File: config.mk
export PLATFORM = sky130hd
export DESIGN_NAME = btc_ctrl
export DESIGN_NICKNAME = d
export VERILOG_FILES = /design/src/core/btc_filter.v /design/src/core/btc_ctrl.v
export VERILOG_INCLUDE_DIRS = /design/src /design/src/inc
export SDC_FILE = /design/constraint.sdc
export NUM_CORES = 1
export LEC_CHECK = 0
export BUFFER_PORTS_ARGS = -buffer_cell sky130_fd_sc_hd__buf_4
export CAP_MARGIN = 20
export CORE_MARGIN = 1.5
export CORE_UTILIZATION = 50
export CTS_BUF_LIST = sky130_fd_sc_hd__clkbuf_16
export CTS_CLUSTER_SIZE = 40
export DETAILED_ROUTE_END_ITERATION = 6
export PLACE_DENSITY = 0.69
export SLEW_MARGIN = 5
export SYNTH_ARGS = -nofsm -noshare
export SYNTH_HDL_FRONTEND = slang
export SYNTH_SLANG_ARGS = --single-unit
File: constraint.sdc
create_clock -name CLK_SYS -period 4 [get_ports CLK_SYS]
set_input_delay 0.8 -clock CLK_SYS [delete_from_list [all_inputs] [get_ports CLK_SYS]]
set_output_delay 0.8 -clock CLK_SYS [all_outputs]
set_load 0.02 [all_outputs]
File: src/inc/btc_consts.vh
// Constants for the bus transceiver control logic: status bit positions,
// reset values and default timing counts.
// Assumes a single 200 MHz system clock and synchronous active-high reset.
`ifndef BTC_CONSTS_VH
`define BTC_CONSTS_VH

// Status word bit positions
`define BTC_ST_TIMEOUT      0
`define BTC_ST_GUARDIAN     1
`define BTC_ST_OVERTEMP     2
`define BTC_ST_BUS_ERR      3
`define BTC_ST_SPI_ERR      4
`define BTC_ST_UV_SUPPLY    5
`define BTC_ST_UV_LOGIC     6
`define BTC_ST_WAKE         7
`define BTC_ST_ACTIVITY_N   8
`define BTC_ST_POWER_ON     9
`define BTC_ST_WIDTH        10

// Reset values
`define BTC_ST_RESET        10'h200
`define BTC_MODE_RESET      1'b0

// Default timing counts in clock cycles
`define BTC_FILTER_CYC      16
`define BTC_MODE_CHG_CYC    64
`define BTC_REACT_CYC       8
`define BTC_TIMEOUT_CYC     1000
`define BTC_CNT_W           16

`endif

File: src/core/btc_filter.v
// Glitch filter for a synchronised level: output changes only after the
// input has held a new value for FILT_CYC consecutive cycles.
// Assumes the input is already in the CLK_SYS domain.
`timescale 1ns/100ps
`default_nettype none
`include "btc_consts.vh"

module btc_filter #(
   parameter FILT_CYC = `BTC_FILTER_CYC,
   parameter CNT_W    = `BTC_CNT_W,
   parameter INIT     = 1'b0
) (
   // Clock and reset
   input  wire             clk,
   input  wire             srst,
   // Level
   input  wire             din,
   output reg              dout
);

   reg [CNT_W-1:0] cnt_reg;

   always @(posedge clk) begin
      if (srst) begin
         cnt_reg <= {CNT_W{1'b0}};
         dout    <= INIT;
      end else if (din == dout) begin
         cnt_reg <= {CNT_W{1'b0}};
      end else if (cnt_reg >= FILT_CYC[CNT_W-1:0] - 1'b1) begin
         cnt_reg <= {CNT_W{1'b0}};
         dout    <= din;
      end else begin
         cnt_reg <= cnt_reg + 1'b1;
      end
   end

endmodule // btc_filter

`default_nettype wire

File: src/core/btc_ctrl.v
// Control logic of a differential bus transceiver: transmit gating,
// receive path, host mode control, fault/wake signalling and status word.
// Assumes pins arrive asynchronously and analog detectors give levels.
`timescale 1ns/100ps
`default_nettype none
`include "btc_consts.vh"

module btc_ctrl #(
   parameter FILT_CYC    = `BTC_FILTER_CYC,
   parameter MODE_CYC    = `BTC_MODE_CHG_CYC,
   parameter REACT_CYC   = `BTC_REACT_CYC,
   parameter TIMEOUT_CYC = `BTC_TIMEOUT_CYC,
   parameter CNT_W       = `BTC_CNT_W
) (
   // Clock and reset
   input  wire                     CLK_SYS,
   input  wire                     SRST,
   // Communication controller side
   input  wire                     TX_DATA,
   input  wire                     TX_GATE_N,
   output reg                      RX_DATA,
   // Bus guardian
   input  wire                     GUARDIAN_ENABLE,
   // Host
   input  wire                     STANDBY_REQ_N,
   output reg                      FAULT_WAKE_N,
   // Bus side: receiver comparators and transmitter drive
   input  wire                     BUS_NEG_DET,
   input  wire                     BUS_POS_DET,
   input  wire                     STAGE_OFF_DET,
   output reg                      TX_ON,
   output reg                      TX_POS,
   output reg                      BIAS_NORMAL,
   // Detectors
   input  wire                     UV_SUPPLY,
   input  wire                     UV_LOGIC,
   input  wire                     OVERTEMP,
   input  wire                     BUS_ERROR,
   input  wire                     SPI_ERROR,
   input  wire                     WAKE_DET,
   // Status access
   input  wire                     STATUS_READ,
   output reg  [`BTC_ST_WIDTH-1:0] STATUS,
   output reg                      SERIAL_OUT_OE,
   output reg                      NORMAL_MODE
);

   // =====================================================================
   // Input synchronisers
   // =====================================================================
   localparam NSYNC = 12;
   wire [NSYNC-1:0] raw_in = {TX_DATA, TX_GATE_N, GUARDIAN_ENABLE, STANDBY_REQ_N,
                              BUS_NEG_DET, BUS_POS_DET, STAGE_OFF_DET,
                              UV_SUPPLY, UV_LOGIC, OVERTEMP, BUS_ERROR, WAKE_DET};
   reg  [NSYNC-1:0] s1_reg;
   reg  [NSYNC-1:0] s2_reg;
   reg              spi_err_s1_reg;
   reg              spi_err_s2_reg;

   genvar gi;
   generate
      for (gi = 0; gi < NSYNC; gi = gi + 1) begin : g_sync
         always @(posedge CLK_SYS) begin
            if (SRST) begin
               s1_reg[gi] <= 1'b0;
               s2_reg[gi] <= 1'b0;
            end else begin
               s1_reg[gi] <= raw_in[gi];
               s2_reg[gi] <= s1_reg[gi];
            end
         end
      end
   endgenerate

   always @(posedge CLK_SYS) begin
      if (SRST) begin
         spi_err_s1_reg <= 1'b0;
         spi_err_s2_reg <= 1'b0;
      end else begin
         spi_err_s1_reg <= SPI_ERROR;
         spi_err_s2_reg <= spi_err_s1_reg;
      end
   end

   wire uv_supply = s2_reg[4];
   wire uv_logic  = s2_reg[3];
   wire uv_any    = uv_supply | uv_logic;

   // Logic undervoltage forces pin defaults
   wire tx_data_i  = uv_logic ? 1'b0 : s2_reg[11];
   wire tx_gate_ni = uv_logic ? 1'b1 : s2_reg[10];
   wire guard_i    = uv_logic ? 1'b0 : s2_reg[9];
   wire stby_req_i = uv_logic ? 1'b0 : s2_reg[8];
   wire bus_neg    = s2_reg[7];
   wire bus_pos    = s2_reg[6];
   wire stage_off  = s2_reg[5];
   wire overtemp   = s2_reg[2];
   wire bus_err    = s2_reg[1];
   wire wake_det   = s2_reg[0];
   wire spi_err    = uv_logic ? 1'b0 : spi_err_s2_reg;

   // =====================================================================
   // Host mode control
   // =====================================================================
   wire host_normal;

   btc_filter #(
      .FILT_CYC (FILT_CYC),
      .CNT_W    (CNT_W),
      .INIT     (1'b0)
   ) u_stby_filt (
      .clk      (CLK_SYS),
      .srst     (SRST),
      .din      (stby_req_i),
      .dout     (host_normal)
   );

   reg             mode_reg;
   reg [CNT_W-1:0] mode_cnt_reg;
   wire            mode_target = host_normal & ~uv_any;

   always @(posedge CLK_SYS) begin
      if (SRST) begin
         mode_reg     <= `BTC_MODE_RESET;
         mode_cnt_reg <= {CNT_W{1'b0}};
      end else if (uv_any) begin
         mode_reg     <= 1'b0;
         mode_cnt_reg <= {CNT_W{1'b0}};
      end else if (mode_target == mode_reg) begin
         mode_cnt_reg <= {CNT_W{1'b0}};
      end else if (mode_cnt_reg >= MODE_CYC[CNT_W-1:0] - FILT_CYC[CNT_W-1:0] - 1'b1) begin
         mode_reg     <= mode_target;
         mode_cnt_reg <= {CNT_W{1'b0}};
      end else begin
         mode_cnt_reg <= mode_cnt_reg + 1'b1;
      end
   end

   reg  mode_d_reg;
   wire mode_change = mode_d_reg ^ mode_reg;

   // =====================================================================
   // Transmit gating and time-out
   // =====================================================================
   reg             gate_d_reg;
   reg             armed_reg;
   reg             timeout_reg;
   reg [CNT_W-1:0] to_cnt_reg;
   wire            gate_fall = gate_d_reg & ~tx_gate_ni;
   wire            tx_block  = timeout_reg | overtemp;
   wire            tx_active = mode_reg & armed_reg & guard_i & ~tx_gate_ni & ~tx_block;

   always @(posedge CLK_SYS) begin
      if (SRST) begin
         gate_d_reg  <= 1'b1;
         armed_reg   <= 1'b0;
         timeout_reg <= 1'b0;
         to_cnt_reg  <= {CNT_W{1'b0}};
      end else begin
         gate_d_reg <= tx_gate_ni;
         if (!mode_reg || tx_gate_ni || !guard_i)
            armed_reg <= 1'b0;
         else if (gate_fall)
            armed_reg <= 1'b1;
         // Time-out counts in normal mode while gate and guardian both allow sending
         if (!mode_reg || tx_gate_ni || !guard_i) begin
            to_cnt_reg  <= {CNT_W{1'b0}};
            timeout_reg <= 1'b0;
         end else if (to_cnt_reg >= TIMEOUT_CYC[CNT_W-1:0] - 1'b1) begin
            timeout_reg <= 1'b1;
         end else begin
            to_cnt_reg <= to_cnt_reg + 1'b1;
         end
      end
   end

   always @(posedge CLK_SYS) begin
      if (SRST) begin
         TX_ON       <= 1'b0;
         TX_POS      <= 1'b1;
         BIAS_NORMAL <= 1'b0;
         NORMAL_MODE <= 1'b0;
         mode_d_reg  <= 1'b0;
      end else begin
         TX_ON       <= tx_active & (guard_i | ~mode_reg);
         TX_POS      <= tx_data_i;
         BIAS_NORMAL <= mode_reg;
         NORMAL_MODE <= mode_reg;
         mode_d_reg  <= mode_reg;
      end
   end

   // =====================================================================
   // Event detection, reaction delay and status word
   // =====================================================================
   wire guard_evt = mode_reg & ~guard_i & stage_off;
   wire [`BTC_ST_WIDTH-1:0] cause;
   assign cause[`BTC_ST_TIMEOUT]    = timeout_reg;
   assign cause[`BTC_ST_GUARDIAN]   = guard_evt;
   assign cause[`BTC_ST_OVERTEMP]   = mode_reg & overtemp;
   assign cause[`BTC_ST_BUS_ERR]    = mode_reg & bus_err;
   assign cause[`BTC_ST_SPI_ERR]    = spi_err;
   assign cause[`BTC_ST_UV_SUPPLY]  = uv_supply;
   assign cause[`BTC_ST_UV_LOGIC]   = uv_logic;
   assign cause[`BTC_ST_WAKE]       = ~mode_reg & ~host_normal & wake_det;
   assign cause[`BTC_ST_ACTIVITY_N] = 1'b0;
   assign cause[`BTC_ST_POWER_ON]   = 1'b0;

   wire            any_cause = |cause;
   reg [CNT_W-1:0] react_cnt_reg;
   reg             fault_lat_reg;
   wire            react_done = react_cnt_reg >= REACT_CYC[CNT_W-1:0] - 1'b1;
   wire            clr_req    = STATUS_READ | mode_change;
   reg  [`BTC_ST_WIDTH-1:0] sticky_reg;
   reg  [`BTC_ST_WIDTH-1:0] sticky_next;
   reg                      act_n_reg;

   always @* begin
      sticky_next = sticky_reg;
      if (clr_req)
         sticky_next = sticky_reg & cause;
      sticky_next = sticky_next | (react_done ? cause : {`BTC_ST_WIDTH{1'b0}});
      sticky_next[`BTC_ST_ACTIVITY_N] = 1'b0;
      if (clr_req)
         sticky_next[`BTC_ST_POWER_ON] = 1'b0;
      else
         sticky_next[`BTC_ST_POWER_ON] = sticky_reg[`BTC_ST_POWER_ON];
   end

   always @(posedge CLK_SYS) begin
      if (SRST) begin
         react_cnt_reg <= {CNT_W{1'b0}};
         fault_lat_reg <= 1'b0;
         sticky_reg    <= `BTC_ST_RESET;
         act_n_reg     <= 1'b1;
      end else begin
         if (!any_cause)
            react_cnt_reg <= {CNT_W{1'b0}};
         else if (!react_done)
            react_cnt_reg <= react_cnt_reg + 1'b1;
         if (any_cause && react_done)
            fault_lat_reg <= 1'b1;
         else if (clr_req && !any_cause)
            fault_lat_reg <= 1'b0;
         sticky_reg <= sticky_next;
         act_n_reg  <= mode_reg ? ~(bus_neg | bus_pos) : 1'b1;
      end
   end

   // =====================================================================
   // Output pins
   // =====================================================================
   always @(posedge CLK_SYS) begin
      if (SRST) begin
         FAULT_WAKE_N  <= 1'b1;
         RX_DATA       <= 1'b1;
         STATUS        <= `BTC_ST_RESET;
         SERIAL_OUT_OE <= 1'b0;
      end else begin
         STATUS        <= {sticky_next[`BTC_ST_WIDTH-1:`BTC_ST_ACTIVITY_N+1], act_n_reg,
                           sticky_next[`BTC_ST_ACTIVITY_N-1:0]};
         SERIAL_OUT_OE <= ~uv_logic;
         if (uv_logic) begin
            FAULT_WAKE_N <= 1'b0;
            RX_DATA      <= 1'b0;
         end else if (mode_reg) begin
            FAULT_WAKE_N <= ~fault_lat_reg;
            RX_DATA      <= ~bus_neg;
         end else begin
            FAULT_WAKE_N <= ~fault_lat_reg;
            RX_DATA      <= ~(fault_lat_reg & sticky_reg[`BTC_ST_WAKE]);
         end
      end
   end

endmodule // btc_ctrl

`default_nettype wire

==> reports/results.ini <==
[run_status]
status=complete, no violations

[drt]
wl_um=6200
vias=2430
drc=0
dr.pass1.iters=4
ant_nets=0
drt-vias-per-instance=4.80
wire_per_inst_um=12.3
drt_iter0_drc=88

[yosys]
yosysTopAreaCellShare_pct=61.9
syn_inst=336
synth_cell_types=48
ys_warn_count=0
synth_edf_count=0
synth-seq-cells=113
synth_area_leaders=dfxtp_1 (62%), nor2b_1 (5.1%), and2_1 (3.1%)
avgSynthCellArea_um2=10.9
synth_top_area_cell=dfxtp_1
synth.yosys.seq_area_share_pct=61.9
syn-cell-area_um2=3650
async_flop_share_pct=0
synth-main-ff-cell=dfxtp_1

[worst_setup_path]
crit_family=compound AO/OA/AOI/OAI gates
path_cells=ha_1, a211oi_1, nand4_1, o211ai_1, nand2_1
critPathArrivalTime_ps=2260
crit_path_end_kind=flop
cp_max_fo=13
cp-start-kind=flop
crit_buf_inv=0
regToRegEndpoint=sticky_reg[4]
r2r_setup_slack_ps=2020
required_ps=4290
cp_slowest_cell=nand4_1
reg2reg_depth=5
r2r_start=react_cnt_reg[0]
path_class=reg -> reg
max_stage_delay_ps=560

[clocking]
clockBufferDepth=2
postCtsSetupBuffers=0
clock_sinks=113
cts_root_buffer=clkbuf_16
htreeDepth=4
cts.repair.resized=0
numCtsBuffers=17
clk_latency_ps=400
cts_tree=built
clk_pin_slew_ps=50
hold_buffers=0

[worst_hold_path]
holdCritStartpoint=bus_pos
hold_path_class=reg -> reg
hold_depth=1
holdPathEnd=act_n_reg

[floorplan]
dieHeight_um=88.5
start_util_pct=52.6
core_um2=6940
rows=30
io_pins=33
dieArea_um2=7830
die_w_um=88.5

[timing]
worst_pin_slew_ps=694
fin_skew_ps=7.42
maxSlewViolCount=0
setup_ws_ps=2020
hold_viol=0
fmax_ghz=0.506
slew_headroom_pct=53.3
layout_worst_path_cycle_share_pct=49.5
rsz0062_at_grt=no
finalSetupViolations=0
final.min_clock_period_ps=1980
tns_ps=0

[finish]
diodes=0
areaGrowthSynthToFinish_pct=26.9
final_common_cell=dfxtp_1
final-seq-area_um2=2260
final_cell_mix=dfxtp_1 (113), buf_4 (32), nor2b_1 (30), nor2_1 (23), conb_1 (22)
layout.nets=417
nFillCells=532
drive_gt1_share_pct=18.3
multi_input_area_um2=1380

[global_routing]
grt_pass1_wl_um=10300
grt_max_degree=42
first_global_vias=2241
grtUsageTotal_pct=18.1
grt_antenna_before_repair=0
overflow=0

[placement]
dpl_worst_slack_ps=1910
dp_hpwl_um=4020
gp_congestion=0.784
portBuffers=32

[pwr]
p_per_area_nw_per_um2=592
total_leakage_power_nw=1.90
peakVddDrop_mv=0.510

[job]
max_cap_viol_count=0

-- power by group --
part / leakage (nW) / internal, W / total, W / switching (W)
combinational: 0.680 / 0.0000276 / 0.0000564 / 0.0000288
clock: 0.290 / 0.000984 / 0.00152 / 0.000532
sequential: 0.927 / 0.00116 / 0.00117 / 0.0000117
-- layout make-up --
class	count	area share [%]
Clock buffer	17	9.18
Clock inverter	15	3.97
Inverter	6	0.486
Multi-Input combinational cell	227	29.8
Sequential cell	113	48.8
Tap cell	96	2.59
Timing Repair Buffer	32	5.18
-- routing by layer --
layer | vias up | global-route usage, % | routed length (um)
met5 | - | 0 | 0
met4 | 0 | 10.7 | 151
met3 | 13 | 7.00 | 227
met2 | 54 | 28.0 | 2940
met1 | 1104 | 21.3 | 2880
li1 | 1259 | - | -
-- cells by family (layout without fill, tap and decap cells) --
family	after synthesis	count (layout)	share of synthesized area, %
and+or+nand+nor	140	140	21.8
DFF	113	113	61.9
AOI/OAI and AO/OA	47	47	8.84
buffers and inverters	17	70	2.47
xor gates and xnor gates	10	10	2.40
adders and majority gates	4	4	1.37
muxes	4	4	1.10
other	1	22	0.103
-- Yosys cell counts (7+ instances only) --
cell and instances:
a21oi_1 12, nor2b_1 30, nor2_1 23, and2_1 18, xnor2_1 7, nor4_1 8
dfxtp_1 113, nand3_1 7, o21ai_0 9, or3_1 7, nand2_1 20
-- worst max path at each step --
stage | start | endpoint | cells past startpoint
final | react_cnt_reg[0] | sticky_reg[4] | 5
after global routing | react_cnt_reg[0] | sticky_reg[3] | 5
after CTS | react_cnt_reg[0] | sticky_reg[3] | 5
after detailed placement | SRST | TX_ON | 4
after global placement | SRST | sticky_reg[0] | 4
after floorplan | SRST | mode_cnt_reg[2] | 4
-- stage by stage --
step | hold WS (ps) | instance area (um^2) | std cells | utilization (%) | total power (W)
floorplan | 399 | 3730 | 357 | - | 0.00122
global placement | 420 | 4020 | 474 | 57.9 | 0.00125
detailed placement | 423 | 4020 | 474 | 57.9 | 0.00125
CTS | 436 | 4630 | 506 | 66.7 | 0.00277
global route | 457 | 4630 | 506 | 66.7 | 0.00282
finish | 429 | 4630 | 506 | 66.7 | 0.00274
-- worst reg2reg max path: cells and delay by family (launching register included) --
| family | cells | cell delay, ps |
|---|---|---|
| flip-flops | 1 | 330 |
| AO/OA/AOI/OAI | 2 | 660 |
| adder cells (fa/ha/maj) | 1 | 230 |
| AND/OR/NAND/NOR | 2 | 640 |
Note: power is estimated with default switching activity, not from simulation.
